File: src/esc_defs.svh
// Constants for the flash suspend / evaluation / continuity host controller
// Assumes a 16-bit data bus flash and a 22-bit word address
`ifndef ESC_DEFS_SVH
`define ESC_DEFS_SVH

// Host register offsets
`define ESC_OFF_CMD 4'h0
`define ESC_OFF_ADDR 4'h1
`define ESC_OFF_WDATA 4'h2
`define ESC_OFF_STAT 4'h3
`define ESC_OFF_RDATA 4'h4
`define ESC_OFF_CFG 4'h5

// Command codes written to the flash
`define ESC_CD_PAUSE 16'h00b0
`define ESC_CD_RESUME 16'h0030
`define ESC_CD_EVAL 16'h0035
`define ESC_CD_SRCLR 16'h0071
`define ESC_CD_SRRD 16'h0070
`define ESC_CD_RESET 16'h00f0
`define ESC_CD_UNLK1 16'h00aa
`define ESC_CD_UNLK2 16'h0055
`define ESC_CD_IDENT 16'h0090
`define ESC_AD_UNLK1 22'h000555
`define ESC_AD_UNLK2 22'h0002aa

// Continuity patterns, word and byte mode
`define ESC_CC_A1_W 22'h2aaa55
`define ESC_CC_D1_W 16'hff00
`define ESC_CC_A2_W 22'h1555aa
`define ESC_CC_D2_W 16'h00ff
// Byte mode: address includes the lowest bit, data is one byte
`define ESC_CC_A1_B 23'h5554ab
`define ESC_CC_D1_B 8'hff
`define ESC_CC_A2_B 23'h2aab54
`define ESC_CC_D2_B 8'h00

// Status bit positions
`define ESC_SR_READY 7
`define ESC_SR_EVAL_FAIL 5
`define ESC_SR_CONT 0

// Bus timing in ns and cycles at 25 ns
`define ESC_CLK_NS 25
`define ESC_TWP_NS 35
`define ESC_TWP_CYC (((`ESC_TWP_NS) + (`ESC_CLK_NS) - 1) / (`ESC_CLK_NS))
`define ESC_TACC_NS 70
`define ESC_TACC_CYC (((`ESC_TACC_NS) + (`ESC_CLK_NS) - 1) / (`ESC_CLK_NS))
`define ESC_TRTP_NS 20000
`define ESC_TRTP_CYC (((`ESC_TRTP_NS) + (`ESC_CLK_NS) - 1) / (`ESC_CLK_NS))

`endif

File: src/esc_pkg.sv
// Types for the flash suspend / evaluation / continuity host controller
// Assumes esc_defs.svh is available for constants
package esc_pkg;
    // Host operations requested by software
    typedef enum logic [3:0] {
        ESC_OP_PAUSE = 4'h1,
        ESC_OP_RESUME = 4'h2,
        ESC_OP_EVAL = 4'h3,
        ESC_OP_CONT = 4'h4,
        ESC_OP_STATUS = 4'h5,
        ESC_OP_IDENT = 4'h6,
        ESC_OP_READ = 4'h7,
        ESC_OP_WRITE = 4'h8,
        ESC_OP_RESET = 4'h9
    } esc_op_e;

    // Flash mode as tracked by the host
    typedef enum logic [2:0] {
        ESC_M_IDLE = 3'h0,
        ESC_M_ERASING = 3'h1,
        ESC_M_PAUSED = 3'h2,
        ESC_M_EVAL = 3'h3,
        ESC_M_BUSY_OTHER = 3'h4
    } esc_mode_e;

    // Sequencer states
    typedef enum logic [2:0] {
        ESC_S_IDLE = 3'h0,
        ESC_S_CYCLE = 3'h1,
        ESC_S_NEXT = 3'h2,
        ESC_S_DONE = 3'h3
    } esc_seq_e;
endpackage

File: src/esc_bus_cycle.sv
// Single asynchronous flash bus cycle: write pulse or timed read
// Assumes flash pins are sampled on the 40 MHz clock
`timescale 1ns/100ps
`include "esc_defs.svh"
module esc_bus_cycle (
    // Clock and reset
    input wire logic clock,
    input wire logic rst,
    // Cycle request
    input wire logic start,
    input wire logic is_write,
    input wire logic [21:0] addr,
    input wire logic [15:0] wdata,
    output logic done,
    output logic [15:0] rdata,
    // Flash pins
    output logic [21:0] fl_addr,
    output logic [15:0] fl_dq_out,
    output logic fl_dq_oe,
    input wire logic [15:0] fl_dq_in,
    output logic fl_we_n,
    output logic fl_oe_n,
    output logic fl_ce_n
);
    typedef struct packed {
        logic active;
        logic wr;
        logic [1:0] cnt;
        logic done;
        logic [15:0] rdata;
        logic [21:0] addr;
        logic [15:0] dq;
        logic oe;
        logic we_n;
        logic rd_n;
        logic ce_n;
    } esc_bc_s;
    localparam logic [1:0] WP_LAST = 2'(`ESC_TWP_CYC - 1);
    localparam logic [1:0] ACC_LAST = 2'(`ESC_TACC_CYC - 1);
    esc_bc_s st_reg;
    esc_bc_s st_next;

    // Pulse timing, strobes released on the last count
    always_comb begin
        st_next = st_reg;
        st_next.done = 1'b0;
        if (!st_reg.active && start) begin
            st_next.active = 1'b1;
            st_next.wr = is_write;
            st_next.cnt = 2'h0;
            st_next.addr = addr;
            st_next.dq = wdata;
            st_next.oe = is_write;
            st_next.ce_n = 1'b0;
            st_next.we_n = !is_write;
            st_next.rd_n = is_write;
        end else if (st_reg.active) begin
            st_next.cnt = st_reg.cnt + 2'h1;
            if (st_reg.cnt == (st_reg.wr ? WP_LAST : ACC_LAST)) begin
                st_next.active = 1'b0;
                st_next.done = 1'b1;
                st_next.we_n = 1'b1;
                st_next.rd_n = 1'b1;
                st_next.ce_n = 1'b1;
                st_next.oe = 1'b0;
                if (!st_reg.wr) begin
                    st_next.rdata = fl_dq_in;
                end
            end
        end
    end

    // State register
    always_ff @(posedge clock) begin
        if (rst) begin
            st_reg <= '{we_n: 1'b1, rd_n: 1'b1, ce_n: 1'b1, default: '0};
        end else begin
            st_reg <= st_next;
        end
    end

    assign done = st_reg.done;
    assign rdata = st_reg.rdata;
    assign fl_addr = st_reg.addr;
    assign fl_dq_out = st_reg.dq;
    assign fl_dq_oe = st_reg.oe;
    assign fl_we_n = st_reg.we_n;
    assign fl_oe_n = st_reg.rd_n;
    assign fl_ce_n = st_reg.ce_n;

    // Write strobe low only with data driven
    a_we_with_data: assert property (@(posedge clock) disable iff (rst)
        !fl_we_n |-> fl_dq_oe)
        else $error("write strobe without data drive");
    a_one_strobe: assert property (@(posedge clock) disable iff (rst)
        !(!fl_we_n && !fl_oe_n))
        else $error("read and write strobes together");
endmodule

File: src/esc_guard_timer.sv
// Counts the least gap from a resume to the next pause
// Assumes one clock domain; restart pulses reload the counter
`timescale 1ns/100ps
`include "esc_defs.svh"
module esc_guard_timer #(
    parameter int GAP_CYC = `ESC_TRTP_CYC
) (
    // Clock and reset
    input wire logic clock,
    input wire logic rst,
    // Control
    input wire logic restart,
    output logic expired
);
    typedef struct packed {
        logic [15:0] cnt;
    } esc_gt_s;
    esc_gt_s st_reg;
    esc_gt_s st_next;

    // Down counter to zero
    always_comb begin
        st_next = st_reg;
        if (restart) begin
            st_next.cnt = 16'(GAP_CYC);
        end else if (st_reg.cnt != 16'h0000) begin
            st_next.cnt = st_reg.cnt - 16'h0001;
        end
    end

    // State register
    always_ff @(posedge clock) begin
        if (rst) begin
            st_reg <= '0;
        end else begin
            st_reg <= st_next;
        end
    end

    assign expired = (st_reg.cnt == 16'h0000);

    a_gap_reload: assert property (@(posedge clock) disable iff (rst)
        restart |=> !expired) // see RULE_13
        else $error("gap timer not reloaded");
endmodule

File: src/esc_host.sv
// Host controller: software registers in, flash command cycles out
// Assumes a 16-bit flash on asynchronous pins and a one-cycle register port
//
// Chosen here: the address map and the address-and-strobe port.
`timescale 1ns/100ps
`include "esc_defs.svh"
// Operation
// RULE_01: Send B0h to pause sector erase
// RULE_02: Pause only during sector erase or timeout
// RULE_03: No pause during chip erase, program
// RULE_04: Device suspends within pause latency
// RULE_05: Pause in timeout suspends at once
// RULE_06: Paused sectors read back status
// RULE_07: Bit 7, or bits 6 and 2, show pause
// RULE_08: Program in pause returns to pause
// RULE_09: Identification sequence allowed while paused
// RULE_10: Resume to continue, repeats ignored
// RULE_11: Resume code is 30h
// RULE_12: Each pause restarts partial erase step
// RULE_13: Keep minimum gap resume to pause
// RULE_14: Evaluate by 35h at sector when idle
// RULE_15: No evaluation while busy or paused
// RULE_16: Array reads undefined during evaluation
// RULE_17: Bit 7 busy, bit 5 erase result
// RULE_18: Evaluation stops at first bad bit
// RULE_19: Controller returns idle after evaluation
// RULE_20: Word continuity: FF00@2AAA55, 00FF@1555AA
// RULE_21: Byte continuity: FF@5554AB, 00@2AAB54
// RULE_22: Pattern sets status bit zero
// RULE_23: Clear, read, pattern, read status
// RULE_24: Invalid commands leave state unchanged
module esc_host #(
    parameter int GAP_CYC = `ESC_TRTP_CYC
) (
    // Clock and reset
    input wire logic clock,
    input wire logic rst,
    // Register port
    input wire logic [3:0] reg_addr,
    input wire logic [31:0] reg_wdata,
    input wire logic reg_wr,
    input wire logic reg_rd,
    output logic [31:0] reg_rdata,
    // Flash pins
    output logic [21:0] fl_addr,
    output logic [15:0] fl_dq_out,
    output logic fl_dq_oe,
    input wire logic [15:0] fl_dq_in,
    output logic fl_we_n,
    output logic fl_oe_n,
    output logic fl_ce_n
);
    typedef struct packed {
        esc_pkg::esc_seq_e seq;
        esc_pkg::esc_mode_e mode;
        esc_pkg::esc_op_e op;
        logic [2:0] step;
        logic [21:0] addr;
        logic [15:0] wdata;
        logic [15:0] rdata;
        logic byte_mode;
        logic refused;
        logic cont_ok;
        logic cont_pre;
        logic eval_fail;
        logic start;
        logic [31:0] rd_out;
    } esc_st_s;
    esc_st_s st_reg;
    esc_st_s st_next;
    logic cyc_done;
    logic [15:0] cyc_rdata;
    logic cyc_is_write;
    logic [21:0] cyc_addr;
    logic [15:0] cyc_data;
    logic [2:0] cyc_last;
    logic gap_ok;
    logic gap_restart;
    // Byte addresses; their lowest bit rides on DQ15 in byte mode
    localparam logic [22:0] CC_A1_B = `ESC_CC_A1_B;
    localparam logic [22:0] CC_A2_B = `ESC_CC_A2_B;

    // Number of the last bus cycle of each operation
    function automatic logic [2:0] op_last(input esc_pkg::esc_op_e op);
        case (op)
            esc_pkg::ESC_OP_CONT: op_last = 3'h6;
            esc_pkg::ESC_OP_IDENT: op_last = 3'h3;
            esc_pkg::ESC_OP_STATUS: op_last = 3'h1;
            default: op_last = 3'h0;
        endcase
    endfunction

    // Whether the tracked mode allows the operation
    function automatic logic op_allowed(input esc_pkg::esc_op_e op,
                                        input esc_pkg::esc_mode_e m, input logic gap);
        case (op)
            esc_pkg::ESC_OP_PAUSE: op_allowed = (m == esc_pkg::ESC_M_ERASING) && gap;
            esc_pkg::ESC_OP_RESUME: op_allowed = (m == esc_pkg::ESC_M_PAUSED);
            esc_pkg::ESC_OP_EVAL: op_allowed = (m == esc_pkg::ESC_M_IDLE); // see RULE_15
            esc_pkg::ESC_OP_IDENT: op_allowed = (m == esc_pkg::ESC_M_PAUSED) ||
                                                (m == esc_pkg::ESC_M_IDLE);
            esc_pkg::ESC_OP_READ: op_allowed = (m != esc_pkg::ESC_M_EVAL);
            esc_pkg::ESC_OP_CONT, esc_pkg::ESC_OP_STATUS, esc_pkg::ESC_OP_WRITE,
            esc_pkg::ESC_OP_RESET: op_allowed = 1'b1;
            default: op_allowed = 1'b0;
        endcase
    endfunction

    // Address, data and direction of each bus cycle
    always_comb begin
        cyc_is_write = 1'b1;
        cyc_addr = st_reg.addr;
        cyc_data = st_reg.wdata;
        cyc_last = op_last(st_reg.op);
        case (st_reg.op)
            esc_pkg::ESC_OP_PAUSE: cyc_data = `ESC_CD_PAUSE; // see RULE_01
            esc_pkg::ESC_OP_RESUME: cyc_data = `ESC_CD_RESUME; // see RULE_11
            esc_pkg::ESC_OP_EVAL: cyc_data = `ESC_CD_EVAL; // see RULE_14
            esc_pkg::ESC_OP_RESET: cyc_data = `ESC_CD_RESET;
            esc_pkg::ESC_OP_READ: cyc_is_write = 1'b0;
            esc_pkg::ESC_OP_STATUS: begin
                cyc_addr = `ESC_AD_UNLK1;
                cyc_data = `ESC_CD_SRRD;
                cyc_is_write = (st_reg.step == 3'h0);
            end
            esc_pkg::ESC_OP_IDENT: begin
                // Unlock, unlock, id code, read - see RULE_09
                cyc_addr = (st_reg.step == 3'h1) ? `ESC_AD_UNLK2 : `ESC_AD_UNLK1;
                cyc_data = (st_reg.step == 3'h0) ? `ESC_CD_UNLK1 :
                           (st_reg.step == 3'h1) ? `ESC_CD_UNLK2 : `ESC_CD_IDENT;
                if (st_reg.step == 3'h3) begin
                    cyc_addr = st_reg.addr;
                    cyc_is_write = 1'b0;
                end
            end
            esc_pkg::ESC_OP_CONT: begin
                // Clear, status read, two patterns, status read
                case (st_reg.step)
                    3'h0: begin
                        cyc_addr = `ESC_AD_UNLK1;
                        cyc_data = `ESC_CD_SRCLR; // see RULE_23
                    end
                    3'h1, 3'h5: begin
                        cyc_addr = `ESC_AD_UNLK1;
                        cyc_data = `ESC_CD_SRRD;
                    end
                    3'h3: begin
                        cyc_addr = st_reg.byte_mode ? CC_A1_B[22:1] : `ESC_CC_A1_W; // see RULE_21
                        cyc_data = st_reg.byte_mode ? {CC_A1_B[0], 7'h00, `ESC_CC_D1_B} :
                                   `ESC_CC_D1_W; // see RULE_20
                    end
                    3'h4: begin
                        cyc_addr = st_reg.byte_mode ? CC_A2_B[22:1] : `ESC_CC_A2_W; // see RULE_21
                        cyc_data = st_reg.byte_mode ? {CC_A2_B[0], 7'h00, `ESC_CC_D2_B} :
                                   `ESC_CC_D2_W; // see RULE_20
                    end
                    default: cyc_is_write = 1'b0;
                endcase
            end
            default: cyc_is_write = 1'b1;
        endcase
    end

    // Register writes, sequencing and mode tracking
    always_comb begin
        st_next = st_reg;
        st_next.start = 1'b0;
        st_next.rd_out = 32'h0000_0000;
        gap_restart = 1'b0;
        if (reg_rd) begin
            case (reg_addr)
                `ESC_OFF_STAT: st_next.rd_out = {24'h000000, st_reg.cont_ok,
                    st_reg.eval_fail, st_reg.refused, (st_reg.seq != esc_pkg::ESC_S_IDLE),
                    1'b0, st_reg.mode};
                `ESC_OFF_RDATA: st_next.rd_out = {16'h0000, st_reg.rdata};
                `ESC_OFF_ADDR: st_next.rd_out = {10'h000, st_reg.addr};
                `ESC_OFF_WDATA: st_next.rd_out = {16'h0000, st_reg.wdata};
                `ESC_OFF_CFG: st_next.rd_out = {31'h0, st_reg.byte_mode};
                default: st_next.rd_out = 32'h0000_0000;
            endcase
        end
        if (reg_wr && st_reg.seq == esc_pkg::ESC_S_IDLE) begin
            case (reg_addr)
                `ESC_OFF_ADDR: st_next.addr = reg_wdata[21:0];
                `ESC_OFF_WDATA: st_next.wdata = reg_wdata[15:0];
                `ESC_OFF_CFG: begin
                    st_next.byte_mode = reg_wdata[0];
                    // Software reports erase start/finish: 1 erase, 2 idle, 3 other busy
                    if (reg_wdata[5:4] == 2'h1) st_next.mode = esc_pkg::ESC_M_ERASING;
                    if (reg_wdata[5:4] == 2'h2) st_next.mode = esc_pkg::ESC_M_IDLE;
                    if (reg_wdata[5:4] == 2'h3) st_next.mode = esc_pkg::ESC_M_BUSY_OTHER;
                end
                `ESC_OFF_CMD: begin
                    if (op_allowed(esc_pkg::esc_op_e'(reg_wdata[3:0]), st_reg.mode, gap_ok)) begin
                        st_next.op = esc_pkg::esc_op_e'(reg_wdata[3:0]);
                        st_next.step = 3'h0;
                        st_next.seq = esc_pkg::ESC_S_CYCLE;
                        st_next.start = 1'b1;
                        st_next.refused = 1'b0;
                    end else begin
                        // Invalid in this mode: nothing goes to the flash, see RULE_15
                        st_next.refused = 1'b1; // see RULE_03
                    end
                end
                default: st_next.refused = st_reg.refused;
            endcase
        end
        case (st_reg.seq)
            esc_pkg::ESC_S_IDLE: st_next.seq = st_next.seq;
            esc_pkg::ESC_S_CYCLE: begin
                if (cyc_done) begin
                    if (!cyc_is_write) begin
                        st_next.rdata = cyc_rdata;
                    end
                    if (st_reg.step == cyc_last) begin
                        st_next.seq = esc_pkg::ESC_S_DONE;
                    end else begin
                        st_next.seq = esc_pkg::ESC_S_NEXT;
                    end
                end
            end
            esc_pkg::ESC_S_NEXT: begin
                st_next.step = st_reg.step + 3'h1;
                st_next.start = 1'b1;
                st_next.seq = esc_pkg::ESC_S_CYCLE;
            end
            esc_pkg::ESC_S_DONE: begin
                st_next.seq = esc_pkg::ESC_S_IDLE;
                case (st_reg.op)
                    esc_pkg::ESC_OP_PAUSE: st_next.mode = esc_pkg::ESC_M_PAUSED; // see RULE_02
                    esc_pkg::ESC_OP_RESUME: begin
                        st_next.mode = esc_pkg::ESC_M_ERASING; // see RULE_10
                        gap_restart = 1'b1; // see RULE_13
                    end
                    esc_pkg::ESC_OP_EVAL: st_next.mode = esc_pkg::ESC_M_EVAL;
                    esc_pkg::ESC_OP_RESET: st_next.mode = esc_pkg::ESC_M_IDLE;
                    esc_pkg::ESC_OP_STATUS: begin
                        // Evaluation over once ready shows, see RULE_19
                        st_next.eval_fail = st_reg.rdata[`ESC_SR_EVAL_FAIL]; // see RULE_17
                        if (st_reg.mode == esc_pkg::ESC_M_EVAL &&
                            st_reg.rdata[`ESC_SR_READY]) begin
                            st_next.mode = esc_pkg::ESC_M_IDLE;
                        end
                    end
                    esc_pkg::ESC_OP_CONT: begin
                        // Bit zero must have risen since the first read, see RULE_22
                        st_next.cont_ok = st_reg.rdata[`ESC_SR_CONT] && !st_reg.cont_pre;
                    end
                    default: st_next.mode = st_reg.mode;
                endcase
            end
            default: st_next.seq = esc_pkg::ESC_S_IDLE;
        endcase
        // Continuity: first status read must show bit zero clear
        if (st_reg.seq == esc_pkg::ESC_S_CYCLE && cyc_done &&
            st_reg.op == esc_pkg::ESC_OP_CONT && st_reg.step == 3'h2) begin
            st_next.cont_ok = 1'b0;
            st_next.cont_pre = cyc_rdata[`ESC_SR_CONT]; // see RULE_23
        end
    end

    // State register
    always_ff @(posedge clock) begin
        if (rst) begin
            st_reg <= '{seq: esc_pkg::ESC_S_IDLE, mode: esc_pkg::ESC_M_IDLE,
                        op: esc_pkg::ESC_OP_READ, default: '0};
        end else begin
            st_reg <= st_next;
        end
    end

    esc_bus_cycle u_cycle (
        .clock(clock),
        .rst(rst),
        .start(st_reg.start),
        .is_write(cyc_is_write),
        .addr(cyc_addr),
        .wdata(cyc_data),
        .done(cyc_done),
        .rdata(cyc_rdata),
        .fl_addr(fl_addr),
        .fl_dq_out(fl_dq_out),
        .fl_dq_oe(fl_dq_oe),
        .fl_dq_in(fl_dq_in),
        .fl_we_n(fl_we_n),
        .fl_oe_n(fl_oe_n),
        .fl_ce_n(fl_ce_n)
    );

    esc_guard_timer #(.GAP_CYC(GAP_CYC)) u_gap (
        .clock(clock),
        .rst(rst),
        .restart(gap_restart),
        .expired(gap_ok)
    );

    assign reg_rdata = st_reg.rd_out;

    // Checks
    a_pause_code: assert property (@(posedge clock) disable iff (rst)
        (!fl_we_n && st_reg.op == esc_pkg::ESC_OP_PAUSE) |-> fl_dq_out == 16'h00b0) // see RULE_01
        else $error("pause code wrong");
    a_resume_code: assert property (@(posedge clock) disable iff (rst)
        (!fl_we_n && st_reg.op == esc_pkg::ESC_OP_RESUME) |-> fl_dq_out == 16'h0030) // see RULE_11
        else $error("resume code wrong");
    a_eval_idle: assert property (@(posedge clock) disable iff (rst)
        (st_reg.start && st_reg.op == esc_pkg::ESC_OP_EVAL && st_reg.step == 3'h0)
        |-> $past(st_reg.mode) == esc_pkg::ESC_M_IDLE) // see RULE_15
        else $error("evaluation started while not idle");
    a_pause_gap: assert property (@(posedge clock) disable iff (rst)
        (st_reg.start && st_reg.op == esc_pkg::ESC_OP_PAUSE) |-> $past(gap_ok)) // see RULE_13
        else $error("pause too soon after resume");
    a_pause_mode: assert property (@(posedge clock) disable iff (rst)
        (st_reg.seq == esc_pkg::ESC_S_DONE && st_reg.op == esc_pkg::ESC_OP_PAUSE)
        |=> st_reg.mode == esc_pkg::ESC_M_PAUSED) // see RULE_02
        else $error("pause not tracked");
    a_no_read_eval: assert property (@(posedge clock) disable iff (rst)
        (st_reg.mode == esc_pkg::ESC_M_EVAL) |-> !(st_reg.start &&
        st_reg.op == esc_pkg::ESC_OP_READ)) // see RULE_16
        else $error("array read during evaluation");
    a_cont_first: assert property (@(posedge clock) disable iff (rst)
        (!fl_we_n && st_reg.op == esc_pkg::ESC_OP_CONT && st_reg.step == 3'h3 &&
        !st_reg.byte_mode) |-> fl_addr == 22'h2aaa55 && fl_dq_out == 16'hff00) // see RULE_20
        else $error("first continuity cycle wrong");
    a_cont_byte: assert property (@(posedge clock) disable iff (rst)
        (!fl_we_n && st_reg.op == esc_pkg::ESC_OP_CONT && st_reg.step == 3'h4 &&
        st_reg.byte_mode) |-> fl_addr == 22'h1555aa && fl_dq_out == 16'h0000) // see RULE_21
        else $error("second byte continuity cycle wrong");
    a_refuse_hold: assert property (@(posedge clock) disable iff (rst)
        (reg_wr && reg_addr == 4'h0 && st_reg.seq == esc_pkg::ESC_S_IDLE &&
        !op_allowed(esc_pkg::esc_op_e'(reg_wdata[3:0]), st_reg.mode, gap_ok))
        |=> st_reg.refused && $stable(st_reg.mode) && !st_reg.start) // see RULE_24
        else $error("refused command altered state");
    c_pause: cover property (@(posedge clock) st_reg.mode == esc_pkg::ESC_M_PAUSED);
    c_eval: cover property (@(posedge clock) st_reg.mode == esc_pkg::ESC_M_EVAL);
    c_cont: cover property (@(posedge clock) st_reg.cont_ok);
    c_refused: cover property (@(posedge clock) st_reg.refused);
endmodule

File: config.mk
export PLATFORM = sky130hd
export DESIGN_NAME = esc_host
export DESIGN_NICKNAME = d
export VERILOG_FILES = /design/src/esc_pkg.sv /design/src/esc_bus_cycle.sv /design/src/esc_guard_timer.sv /design/src/esc_host.sv
export VERILOG_INCLUDE_DIRS = /design/src
export SDC_FILE = /design/constraint.sdc
export NUM_CORES = 1
export LEC_CHECK = 0
export ABC_CLOCK_PERIOD_IN_PS = 7100
export BUFFER_PORTS_ARGS = -buffer_cell sky130_fd_sc_hd__buf_2
export CAP_MARGIN = 20
export CORE_UTILIZATION = 40
export DETAILED_ROUTE_END_ITERATION = 16
export GPL_TIMING_DRIVEN = 0
export PLACE_DENSITY = 0.57
export SKIP_CTS_REPAIR_TIMING = 1
export SLEW_MARGIN = 25
export SYNTH_ARGS = -nofsm -noshare
export SYNTH_HDL_FRONTEND = slang
export SYNTH_SLANG_ARGS = --single-unit
File: constraint.sdc
create_clock -name clock -period 7.1 [get_ports clock]
set_clock_uncertainty 0.15 [all_clocks]
set_input_delay 0.71 -clock clock [delete_from_list [all_inputs] [get_ports clock]]
set_output_delay 0.71 -clock clock [all_outputs]
set_load 0.01 [all_outputs]
After elaboration in Yosys (flattened, before gate mapping)
Cells that the tools add are included.
{ "totals": {"ff_bits": 184, "inputBits": 56, "out_inout_bits": 74, "elab_cells": 174} }
{ "op_classes": {"addsub": 3, "n_eq_ne": 40, "mux": 54, "bitwise": 5, "n_reduce_logical": 45} }
{ "op_table": {"columns": ["cell", "count"], "rows": [
  ["case mux 22 bit (3 select lines)", 2],
  ["case mux 16 bit (7 select lines)", 1],
  ["case mux 22 bit (5 select lines)", 1],
  ["case mux 16 bit (4 select lines)", 1],
  ["2-to-1 mux 51 bit", 1],
  ["2-to-1 mux 22 bit", 2],
  ["equality test 4 x 3 -> 1 bit (second input constant)", 10],
  ["2-to-1 mux 16 bit", 2],
  ["2-to-1 mux 3 bit", 10],
  ["equality test 4 x 2 -> 1 bit (second input constant)", 6],
  ["2-to-1 mux 8 bit", 3],
  ["2-to-1 mux 10 bit", 2],
  ["equality test 3 x 2 -> 1 bit (second input constant)", 6],
  ["case mux 3 bit (3 select lines)", 2],
  ["case mux 3 bit (6 select lines)", 1],
  ["2-to-1 mux 17 bit", 1],
  ["zero test 16 bit", 1],
  ["nonzero test 16 bit", 1],
  ["subtractor 16 x 1 -> 16 bit (second input constant)", 1],
  ["2-to-1 mux 1 bit", 15],
  ["2-to-1 mux 15 bit", 1],
  ["2-to-1 mux 7 bit", 2],
  ["AND reduction 2 bit", 7],
  ["equality test 4 x 1 -> 1 bit (second input constant)", 3],
  ["other kinds (30)", 65]
]} }

Depth between registers and ports, before layout
Gate-level depths: netlist of the first run.
{ "depth": {"depth_word": 11, "depth_mapped": 9} }

Modules after synthesis
From an unflattened synthesis of the first run, not the netlist that was laid out.
{ "hier_totals": {"hier_cells": 1051, "area_unflattened_um2": 8520.7} }
{ "modules_own_cells": {"columns": ["module", "n_inst", "cells_per_inst", "area_per_inst_um2", "seq_area_each_um2"], "rows": [
  ["esc_host", 1, 623, 5024.8, 1901.8],
  ["esc_bus_cycle", 1, 326, 2625.0, 1261.2],
  ["esc_guard_timer", 1, 102, 870.8, 320.3]
]} }

Worst setup path after synthesis of the first run
No wires, ideal clock.
{ "synth_path": {"path_type": "register -> register", "startpoint": "reg st_reg[94] (netlist name)", "endpoint": "reg st_reg[44] (netlist name)", "t_arrival_ns": 2.385, "required_time_ns": 6.822, "setup_slack_ns": 4.438, "stages_incl_launch_ff": 10, "path_buffers": 2, "synth_period_minus_slack_ns": 2.662, "cell_sequence": "dfxtp_1 > clkbuf_1 > inv_1 > ha_1 > inv_1 > o2111ai_1 > a211oi_2 > buf_4 > mux2i_1 > nor2_1"} }
{ "synth_between": {"elab_chain_cells": 6, "elab_cells_between_ends": 11, "classes_between": "eq/ne: 4; mux: 3; bitwise: 1; reduce/logical: 3"} }
{ "synth_lines": {"columns": ["item", "line_no", "text"], "rows": [
  ["start, declared", "esc_host.sv:69", "esc_st_s st_reg;"],
  ["start signal, assigned", "esc_host.sv:265", "st_reg <= '{seq: esc_pkg::ESC_S_IDLE, mode: esc_pkg::ESC_M_IDLE,"],
  ["start signal, assigned", "esc_host.sv:268", "st_reg <= st_next;"],
  ["equality test 3 x 1 -> 1 bit (tied with other cells)", "esc_host.sv:138", "case (st_reg.step)"],
  ["OR reduction 5 bit (no line)", null, null],
  ["2-to-1 mux 1 bit", "esc_host.sv:138", null],
  ["case mux 1 bit (4 select lines) *", "esc_host.sv:115", "case (st_reg.op)"],
  ["inverter 1 bit (no line) *", null, null],
  ["AND reduction 3 bit (no line) *", null, null]
]} }
Mark *: on every way between the ends. The rest lies on a longest branch, timed or not.
A chain may end at the register's enable or synchronous reset.

Final worst setup path of the first run
Same ends and word-level chain as after synthesis.

==> results of run 1 <==
-- power by group --
| part | switching (W) | internal, W |
|---|---|---|
| Clock | 0.000444 | 0.000489 |
| Sequential | 0.0000297 | 0.00101 |
| Combinational | 0.000158 | 0.000120 |
-- final timing paths --
check             slack [ns]                            to                         start  cells after the start
hold reg to reg         0.29  u_cycle.fl_ce_n$_SDFFE_PP1P_  u_cycle.fl_ce_n$_SDFFE_PP1P_                      2
hold / removal          0.29  u_cycle.fl_ce_n$_SDFFE_PP1P_  u_cycle.fl_ce_n$_SDFFE_PP1P_                      2
setup / recovery        3.72       st_reg[44]$_SDFFE_PP0P_       st_reg[94]$_SDFFE_PP0P_                      9
setup reg to reg        3.72       st_reg[44]$_SDFFE_PP0P_       st_reg[94]$_SDFFE_PP0P_                      9
-- layout by cell type (no fill, tap or decap), types with 4 or more instances in the layout --
cell and n:
dfxtp_1 174, nand2_1 158, buf_2 108, nor2_1 100, a21oi_1 84, buf_4 71
clkbuf_1 52, o21ai_0 41, mux2i_1 25, nor3_1 17, clkbuf_16 17, a222oi_1 16
nand2b_1 16, inv_1 14, xor2_1 14, conb_1 11, nand3_1 10, a211oi_1 10
and2_1 8, or3_1 8, nand4_1 8, o31ai_1 7, ha_1 7, and3_1 6
nor2b_1 6, a221o_1 6, nand3b_1 5, nor3b_1 5, nand4b_1 5, o21a_1 5
a31oi_1 5, xnor2_1 4, inv_6 4
-- metal layers --
metal | wire length (microns) | up-vias | part of all wire (%)
met5 | 0 | - | 0
met4 | 235 | 0 | 1.1
met3 | 1570 | 14 | 7.0
met2 | 9430 | 241 | 42
met1 | 11100 | 3126 | 50
li1 | - | 3475 | -
-- worst register-to-register path, delay by kind of cell (launching register included) --
| kind | cells | cell delay [ns] |
|---|---|---|
| buffers and inverters | 4 | 1.10 |
| and+or+nand+nor | 1 | 0.05 |
| muxes | 1 | 0.22 |
| DFF | 1 | 0.42 |
| AOI/OAI and AO/OA | 2 | 1.02 |
| adders and majority gates | 1 | 0.30 |
-- kinds of logic (layout without fill, tap and decap cells) --
family	after synthesis	in the layout	share of synthesized area, %
DFF	174	174	44.4
buffers and inverters	143	282	10.5
AOI/OAI and AO/OA	207	207	16.8
muxes	25	25	3.19
xor gates and xnor gates	18	18	2.01
other	1	11	0.0478
adders and majority gates	7	7	1.12
and+or+nand+nor	372	372	21.9
-- cell type report --
class	count	area (sq um)	area share [%]
Buffer	129	774	8.26
Clock buffer	19	453	4.83
Clock inverter	13	143	1.52
Inverter	14	52.6	0.561
Multi-Input combinational cell	640	3610	38.5
Sequential cell	174	3480	37.2
Tap cell	260	325	3.47
Timing Repair Buffer	107	536	5.71
-- through the flow --
stage                     util [%]  area (sq um)  power (W)  instances  hold slack, ns
after global routing          49.5          9370    0.00235       1356           0.325
after CTS                     49.4          9370    0.00226       1356           0.295
after detailed placement      46.3          8770    0.00133       1324           0.284
after floorplan                  -          7890    0.00126        957           0.273
final                         49.5          9370    0.00225       1356           0.291
after global placement        46.2          8750    0.00133       1324           0.284
==> metrics.md, run 1 <==
| Metric | Value |
|---|---|
| Status | finished, final reports clean |
| Async SR Flop Fraction | 0% |
| Final WL | approximately 22000 microns |
| Core area | ~0.019 sq mm |
| Setup TNS Final | 0 ns |
| Max Transition Viols Final | 0 |
| First-pass GRT wire length | 34800 microns |
| Post-synth top cells | 174 x dfxtp_1, 158 x nand2_1, 100 x nor2_1 |
| Endpoints failing setup | 0 |
| Leak | ~3.7 nW |
| Initial Util | between 40% and 50% |
| Vias per cell | just over 5 |
| Period utilisation layout | 47.6% |
| Critical Path Source Type | flip-flop |
| Mapped Avg Cell Area | between 8 and 9 sq um |
| Total GRT Usage | between 20% and 30% |
| Io pins | 130 |
| Number of buffers created by CTS | 17 |
| Setup CP Type | reg -> reg |
| Post-Place Worst Slack | 3.76 ns |
| TritonCTS clock tree | built |
| Cell family with most CP delay | buffers and inverters |
| Max FFs per register | 73 |
| Setup crit end kind | flip-flop |
| Slowest stage delay, CP | 0.82 ns |
| Yosys top cell area share | between 40 and 50% |
| Max Fanout on Critical Path | 10 |
| CTS root buf | clkbuf_16 |
| CTS HTree Levels | 4 |
| Yosys reg bits | 174 |
| GRT Max-Usage Layer | met1 |
| Die area | approximately 0.02 sq mm |
| Max-slew headroom | a little under two fifths |
| Worst path slowest cell | a211oi_2 |
| Most used cell along the critical path | inv_1 |
| Ys flop type | dfxtp_1 |
| GP Congestion | about 0.9 |
| Post-Syn Area | between 0.007 and 0.008 sq mm |
| Initial antenna violation count | 0 |
| WL per Instance | around 16 microns |
| Clock slew at reported path FFs | about 0.070 ns |
| Met3 GRT Util | 4.37% |
| Later-pin clock latency in the skew report | approximately 0.43 ns |
| Final ANT Viol Nets | 0 |
| Grt total ovfl | 0 |
| Total number of yosys warnings | 0 |
| Arr. time, crit path | 3.53 ns |
| Placement Rows | 50 |
| Unrepaired setup endpoints after global routing | no |
| Final setup margin | 3.72 ns |
| Pwr dens | 240 mW/mm^2 |
| Vias in the first global route | 6100 |
| # nets final | about 1100 |
| Hold Crit Class | reg -> reg |
| Detailed Place HPWL | 16900 microns |
| CP bufs+invs | 4 |
| Area growth, synth to finish | 19.4% |
| Filler instances | 1939 |
| Netlist cell types | 63 |
| Yosys top cell by area | dfxtp_1 |
| Slew @ Worst Pin | 0.936 ns |
| Critical Path RT | between 7 and 8 ns |
| Fmax achieved | slightly below 0.3 GHz |
| Number of synthesized flops with an enable pin | 0 |
| Clock period minus final worst setup slack | 3.38 ns |
| Vias post-DR | 6856 |
| Iteration-0 DRC Markers | approximately 610 |
| Grt met2 use | between 30 and 40% |
| Final hold vios | 0 |
| Post-synthesis sequential area ratio | around 44% |
| Pre-antenna DRT Iters | 8 |
| Met1 GRT Util | 33.6% |
| Die height | between 100 and 150 microns |
| Clock Path Buffers | 2 |
| Die Wd | 142 microns |
| Main area contributors after synthesis | dfxtp_1 44%, nand2_1 7.6%, buf_4 6.8% |
| Largest net degree at the start of global routing | 19 |
| Share of post-route cells with drive strength above 1 | about a fifth |
| Cells after synthesis | 947 |
| Clock Sink Count | about 170 |
| Number of diodes | 0 |
| Max IR drop VDD | ~0.17 mV |
| Worst path cell trace | clkbuf_1 -> inv_1 -> ha_1 -> inv_1 -> o2111ai_1 -> a211oi_2 -> buf_4 -> mux2i_1 -> nor2_1 |
| Max Cap Viol | 0 |
| Port Buf Inserts | between 100 and 150 |
| Residual DRC count | 0 |
| Count leader, synth | dfxtp_1 |
(Power assumes the default switching activity.)
==> run 2, diff against run 1 <==
--- a/config.mk
+++ b/config.mk
@@ -6,7 +6,8 @@
 export SDC_FILE = /design/constraint.sdc
 export NUM_CORES = 1
 export LEC_CHECK = 0
-export ABC_CLOCK_PERIOD_IN_PS = 7100
+export ABC_AREA = 1
+export ABC_CLOCK_PERIOD_IN_PS = 3300
 export BUFFER_PORTS_ARGS = -buffer_cell sky130_fd_sc_hd__buf_2
 export CAP_MARGIN = 20
 export CORE_UTILIZATION = 40
==> constraint.sdc (replaced) <==
create_clock -name clock -period 3.3 [get_ports clock]
set_clock_uncertainty 0.15 [all_clocks]
set_input_delay 0.33 -clock clock [delete_from_list [all_inputs] [get_ports clock]]
set_output_delay 0.33 -clock clock [all_outputs]
set_load 0.01 [all_outputs]
==> metrics.md, run 2 <==
| Metric | Value |
|---|---|
| Post-route cell area | about 0.0099 sq mm |
| Vias per cell | between 4 and 5 |
| Yosys reg bits | between 150 and 200 |
| Switching part of the total | a little under a third |
| Count leader, synth | nand2_1 |
| Clock slew at reported path FFs | around 0.07 ns |
| Iteration-0 DRC Markers | 470 |
| Logic pwr share | between 10% and 20% |
| Post-synth top cells | 194 x nand2_1, 174 x dfxtp_1, 131 x nor2_1 |
| Critical Path RT | roughly 3.5 ns |
| Async SR Flop Fraction | 0% |
| Main area contributors after synthesis | dfxtp_1 42%, nand2_1 8.8%, buf_4 6.4% |
| XOR/XNOR share of the synthesized area | less than 1% |
| Slew @ Worst Pin | 0.932 ns |
| Finished Layout Cells | 1571 |
| Initial Util | about two fifths |
| Setup crit end kind | flip-flop |
| Critical Path Source Type | flip-flop |
| CTS HTree Levels | 4 |
| Hold Path Stages | 3 |
| Period utilisation layout | 72.0% |
| Synth Area in Simple Gates | 22.9% |
| Io pins | 130 |
| Final WL | around 24000 microns |
| Final ANT Viol Nets | 0 |
| Max Fanout on Critical Path | 10 |
| Placed Cells | roughly 1500 |
| Pwr dens | roughly 500 mW/mm^2 |
| Port Buf Inserts | 109 |
| Die Wd | 146 microns |
| Max-slew headroom | roughly 37% |
| Yosys top cell area share | 42.2% |
| Leak | between 4 and 5 nW |
| Post-synthesis mux area share | 0% |
| Vias post-DR | 7646 |
| Total number of yosys warnings | 0 |
| Die height | around 150 microns |
| Grt total ovfl | 0 |
| Final hold vios | 2 |
| Seq pwr share | roughly 46% |
| Number of buffers created by CTS | 17 |
| Arr. time, crit path | around 2.6 ns |
| Pre-antenna DRT Iters | 7 |
| Compound-Gate Fraction of Synth Area | between 10% and 20% |
| Netlist cell types | 42 |
| WL per Instance | about 15 microns |
| Number of synthesized flops with an enable pin | 0 |
| Initial antenna violation count | 0 |
| WHS Endpoint | u_cycle.rdata[12]$_SDFFE_PP0P_ |
| Clock Sink Count | between 150 and 200 |
| First-pass GRT wire length | 37000 microns |
| Max FFs per register | 73 |
| Clock Path Buffers | 2 |
| Number of diodes | 0 |
| Setup TNS Final | 0 ns |
| Die area | roughly 0.021 sq mm |
| Total power | around 0.0049 W |
| Adder-cell share of the synthesized area | roughly 1.1% |
| Failing checks | negative hold slack |
| Commonest non-fill, non-tap cells in the layout | 194 x nand2_1, 174 x dfxtp_1, 131 x nor2_1 |
| Sw Pwr | between 0.001 and 0.0015 W |
| # nets final | 1351 |
| Cells after synthesis | between 1000 and 1500 |
| TritonCTS clock tree | built |
| Yosys top cell by area | dfxtp_1 |
| FF-to-FF Start | st_reg[93]$_SDFFE_PP0P_ |
| Cells on worst reg2reg path | 11 |
| Worst hold slack | -0.0173 ns |
| Most common cell after layout, fill and taps aside | nand2_1 |
| Clock period minus final worst setup slack | between 2 and 2.5 ns |
| Hold Crit Class | in -> reg |
| Mapped Avg Cell Area | between 7 and 8 sq um |
| Area growth, synth to finish | 19.7% |
| Post-synthesis sequential area ratio | 42.2% |
| Ys flop type | dfxtp_1 |
| Residual DRC count | 0 |
| Hold path startpoint | fl_dq_in[12] |
| Vias in the first global route | between 6000 and 7000 |
| Clock share of power | around 40% |
| Fmax achieved | 0.421 GHz |
| CTS root buf | clkbuf_16 |
| Post-Place Cell Area | around 0.0092 sq mm |
| Later-pin clock latency in the skew report | 0.44 ns |
| GP Congestion | 0.926 |
| Setup CP Type | reg -> reg |
| Reg-to-Reg End | st_reg[44]$_SDFFE_PP0P_ |
| Unrepaired setup endpoints after global routing | no |
| Share of post-route cells with drive strength above 1 | 21.4% |
| Post-Syn Area | just over 0.008 sq mm |
| Core area | between 0.02 and 0.025 sq mm |
| Largest net degree at the start of global routing | 19 |
| Endpoints failing setup | 0 |
| Placement Rows | between 50 and 60 |
| Max Cap Viol | 0 |
| Max IR drop VDD | 0.356 mV |
| Status | finished with violations |
| Reg2Reg Setup Slack | about 0.92 ns |
| Largest family of logic cells by synthesized area | simple AND/OR/NAND/NOR gates |
| Int Power | 0.00342 W |
| Total GRT Usage | about 22% |
| Max Transition Viols Final | 0 |
| Detailed Place HPWL | 18100 microns |
[run 2: through the flow]
step                util, %  worst slack, ns
detailed placement     45.4             1.00
CTS                    48.2            0.976
floorplan                 -             1.41
finish                 48.8            0.922
global placement       45.4            0.969
global route           48.8            0.778
[run 2: worst max-delay path by stage]
stage / start / endpoint / slack (ns) / cells after the start
after floorplan: st_reg[92]$_SDFFE_PP0P_ / u_cycle.fl_dq_out[1]$_SDFFE_PP0P_ / 1.41 / 11
after global placement: st_reg[93]$_SDFFE_PP0P_ / st_reg[50]$_SDFFE_PP0P_ / 0.97 / 11
after detailed placement: st_reg[93]$_SDFFE_PP0P_ / st_reg[44]$_SDFFE_PP0P_ / 1.00 / 11
after CTS: st_reg[93]$_SDFFE_PP0P_ / st_reg[44]$_SDFFE_PP0P_ / 0.98 / 11
after global routing: st_reg[94]$_SDFFE_PP0P_ / u_cycle.fl_dq_out[7]$_SDFFE_PP0P_ / 0.78 / 11
final: st_reg[93]$_SDFFE_PP0P_ / st_reg[44]$_SDFFE_PP0P_ / 0.92 / 11
[run 2: area by class of cell]
cell class	count	area, sq um
Buffer	104	687
Clock buffer	17	425
Clock inverter	15	146
Fill cell	2087	10400
Inverter	140	532
Multi-Input combinational cell	729	3590
Sequential cell	174	3480
Tap cell	270	338
Timing Repair Buffer	122	676
[run 2: worst max-delay path: stages, from the launching register on]
cell and delay [ns]:
dfxtp_1 0.43, inv_1 0.11, ha_1 0.22, nand2_1 0.06
o21ai_0 0.14, inv_1 0.13, nand3_1 0.22, nand2_2 0.15
nand3_2 0.21, buf_6 0.21, o21ai_1 0.16, a21oi_1 0.06
[run 2: kinds of logic after synthesis]
group / after synthesis
AOI/OAI and AO/OA: 271
other: 1
DFF: 174
adders and majority gates: 7
xor gates and xnor gates: 7
buffers and inverters: 244
and+or+nand+nor: 433
[run 2: power by group through the flow]
stage | clock network [W] | registers (W) | logic (W)
floorplan | 0 | 0.00226 | 0.000513
global route | 0.00208 | 0.00224 | 0.000816
finish | 0.00196 | 0.00223 | 0.000710
detailed placement | 0 | 0.00228 | 0.000693
global placement | 0 | 0.00227 | 0.000688
CTS | 0.00199 | 0.00223 | 0.000696
[run 2: metal layers]
| layer | up-vias | wire [microns] | global-route usage, % |
|---|---|---|---|
| met5 | - | 0 | 0 |
| met4 | 0 | 336 | 6.74 |
| met3 | 21 | 1140 | 3.95 |
| met2 | 215 | 10300 | 33.8 |
| met1 | 3481 | 11900 | 32.4 |
| li1 | 3929 | - | - |
==> run 3, diff against run 2 <==
--- a/config.mk
+++ b/config.mk
@@ -7,7 +7,7 @@
 export NUM_CORES = 1
 export LEC_CHECK = 0
 export ABC_AREA = 1
-export ABC_CLOCK_PERIOD_IN_PS = 3300
+export ABC_CLOCK_PERIOD_IN_PS = 2300
 export BUFFER_PORTS_ARGS = -buffer_cell sky130_fd_sc_hd__buf_2
 export CAP_MARGIN = 20
 export CORE_UTILIZATION = 40
==> constraint.sdc (replaced) <==
create_clock -name clock -period 2.3 [get_ports clock]
set_clock_uncertainty 0.15 [all_clocks]
set_input_delay 0.23 -clock clock [delete_from_list [all_inputs] [get_ports clock]]
set_output_delay 0.23 -clock clock [all_outputs]
set_load 0.01 [all_outputs]
==> metrics.md, run 3 (synthesis gave the netlist of run 2 again) <==
| Metric | Value |
|---|---|
| Status | finished with violations |
| Failing checks | negative hold slack |
| Register area | ~0.0035 sq mm |
| Setup crit end kind | flip-flop |
| Pwr dens | 698 mW/mm^2 |
| Placed Cells | ~1500 |
| Clock slew at reported path FFs | 0.07 ns |
| Switching part of the total | 30.4% |
| Critical Path RT | 2.47 ns |
| Detailed Place HPWL | between 15000 and 20000 microns |
| Int Power | about 0.0049 W |
| Later-pin clock latency in the skew report | around 0.44 ns |
| Placement Rows | 52 |
| First-pass GRT wire length | around 37000 microns |
| Endpoints failing setup | 0 |
| Slew @ Worst Pin | 0.996 ns |
| Met1 GRT Util | roughly a third |
| Area growth, synth to finish | 22.8% |
| Commonest non-fill, non-tap cells in the layout | 194 x nand2_1, 172 x dfxtp_1, 129 x nor2_1 |
| Post-route cell area | a little over 0.01 sq mm |
| CTS HTree Levels | 4 |
| Hold path startpoint | reg_wdata[6] |
| Most common cell after layout, fill and taps aside | nand2_1 |
| Pre-antenna DRT Iters | 5 |
| Leak | 4.77 nW |
| Period utilisation layout | between 90% and 100% |
| CP Launch Point | st_reg[93]$_SDFFE_PP0P_ |
| Met3 GRT Util | ~3.9% |
| Seq pwr share | between 40% and 50% |
| Max Transition Viols Final | 0 |
| Initial antenna violation count | 0 |
| Max Fanout on Critical Path | 10 |
| CTS root buf | clkbuf_16 |
| Sw Pwr | between 0.002 and 0.0025 W |
| Worst path cell trace | inv_1 -> ha_1 -> nand2_1 -> o21ai_0 -> inv_1 -> nand3_2 -> nand2_2 -> nand3_4 -> buf_6 -> o21ai_1 -> a21oi_1 |
| Largest net degree at the start of global routing | 19 |
| Post-Place Worst Slack | ~0.0033 ns |
| Final WL | 23900 microns |
| Final hold vios | 2 |
| Total GRT Usage | between 20% and 30% |
| Grt met2 use | about a third |
| Grt total ovfl | 0 |
| Max Cap Viol | 0 |
| Clock share of power | about two fifths |
| Initial Util | about two fifths |
| Area of the multi-input gates | 0.00363 sq mm |
| Clock Path Buffers | 2 |
| Residual DRC count | 0 |
| Clock Sink Count | between 150 and 200 |
| Vias post-DR | 7729 |
| GP Congestion | roughly 0.93 |
| Die area | 0.0212 sq mm |
| Unrepaired setup endpoints after global routing | no |
| Post-Place Cell Area | roughly 0.009 sq mm |
| Final ANT Viol Nets | 0 |
| Number of diodes | 0 |
| Max FFs per register | 73 |
| Logic pwr share | about 15% |
| FF-to-FF Start | st_reg[93]$_SDFFE_PP0P_ |
| GRT Max-Usage Layer | met2 |
| Max IR drop VDD | between 0.5 and 0.6 mV |
| WL per Instance | 15.0 microns |
| Max-slew headroom | between 30% and 40% |
| Worst path slowest cell | dfxtp_2 |
| Arr. time, crit path | approximately 2.4 ns |
| Critical Path Source Type | flip-flop |
| Port Buf Inserts | ~110 |
| Number of buffers created by CTS | 17 |
| Slowest stage delay, CP | ~0.38 ns |
| Vias in the first global route | around 7000 |
| Core area | approximately 0.020 sq mm |
| Vias per cell | 4.86 |
| Most used cell along the critical path | inv_1 |
| Filler instances | roughly 2100 |
| Setup CP Type | reg -> reg |
| Die Wd | 146 microns |
| Die height | between 100 and 150 microns |
| Fmax achieved | about 0.46 GHz |
| Hold Crit Class | in -> reg |
| Worst hold slack | -0.00953 ns |
| Share of post-route cells with drive strength above 1 | 22.0% |
| Iteration-0 DRC Markers | around 490 |
| TritonCTS clock tree | built |
| Io pins | 130 |
| Finished Layout Cells | about 1600 |
| # nets final | between 1000 and 1500 |
| Final setup margin | about 0.11 ns |
| Clock period minus final worst setup slack | around 2.2 ns |
run 3: cell type report:
type / instances / area share [%]
clock buffers: 17 / 4.20
flip-flops and latches: 174 / 34.4
multi-input cells: 729 / 35.9
repair buffers: 142 / 8.74
clock inverters: 15 / 1.44
plain buffers: 104 / 6.79
well taps: 270 / 3.33
inverters: 140 / 5.25
run 3: path summary, 6_finish.rpt:
path	to	cells past startpoint	slack, ns
worst max-delay path	st_reg[44]$_SDFFE_PP0P_	11	0.11
worst min-delay path	st_reg[60]$_SDFFE_PP0P_	3	-0.01
worst max register to register	st_reg[44]$_SDFFE_PP0P_	11	0.11
worst min register to register	u_cycle.fl_dq_out[2]$_SDFFE_PP0P_	2	0.30
run 3: critical path, delay by kind of cell, from the launching register on:
kind	cells	cell delay [ns]
fa+ha+maj	1	0.21
buf+inv	3	0.45
simple gates	4	0.49
flops	1	0.38
compound gates	3	0.40
run 3: per-layer routing:
metal,routed length (microns),up-vias
li1,-,3968
met4,308,0
met5,0,-
met3,1210,18
met1,12000,3529
met2,10400,214
run 3: power groups by stage:
stage               clock (W)  sequential [W]  combinational, W
global route          0.00298         0.00321           0.00121
floorplan                   0         0.00324          0.000737
CTS                   0.00285         0.00320          0.000998
global placement            0         0.00326          0.000988
detailed placement          0         0.00327          0.000994
finish                0.00282         0.00320           0.00105
run 3: through the flow:
step | setup TNS [ns] | utilization (%) | power [W]
after floorplan | 0 | - | 0.00398
after global placement | -0.0996 | 45.4 | 0.00425
after detailed placement | 0 | 45.4 | 0.00426
after CTS | -0.0340 | 48.2 | 0.00705
after global routing | 0 | 50.1 | 0.00740
final | 0 | 50.1 | 0.00707
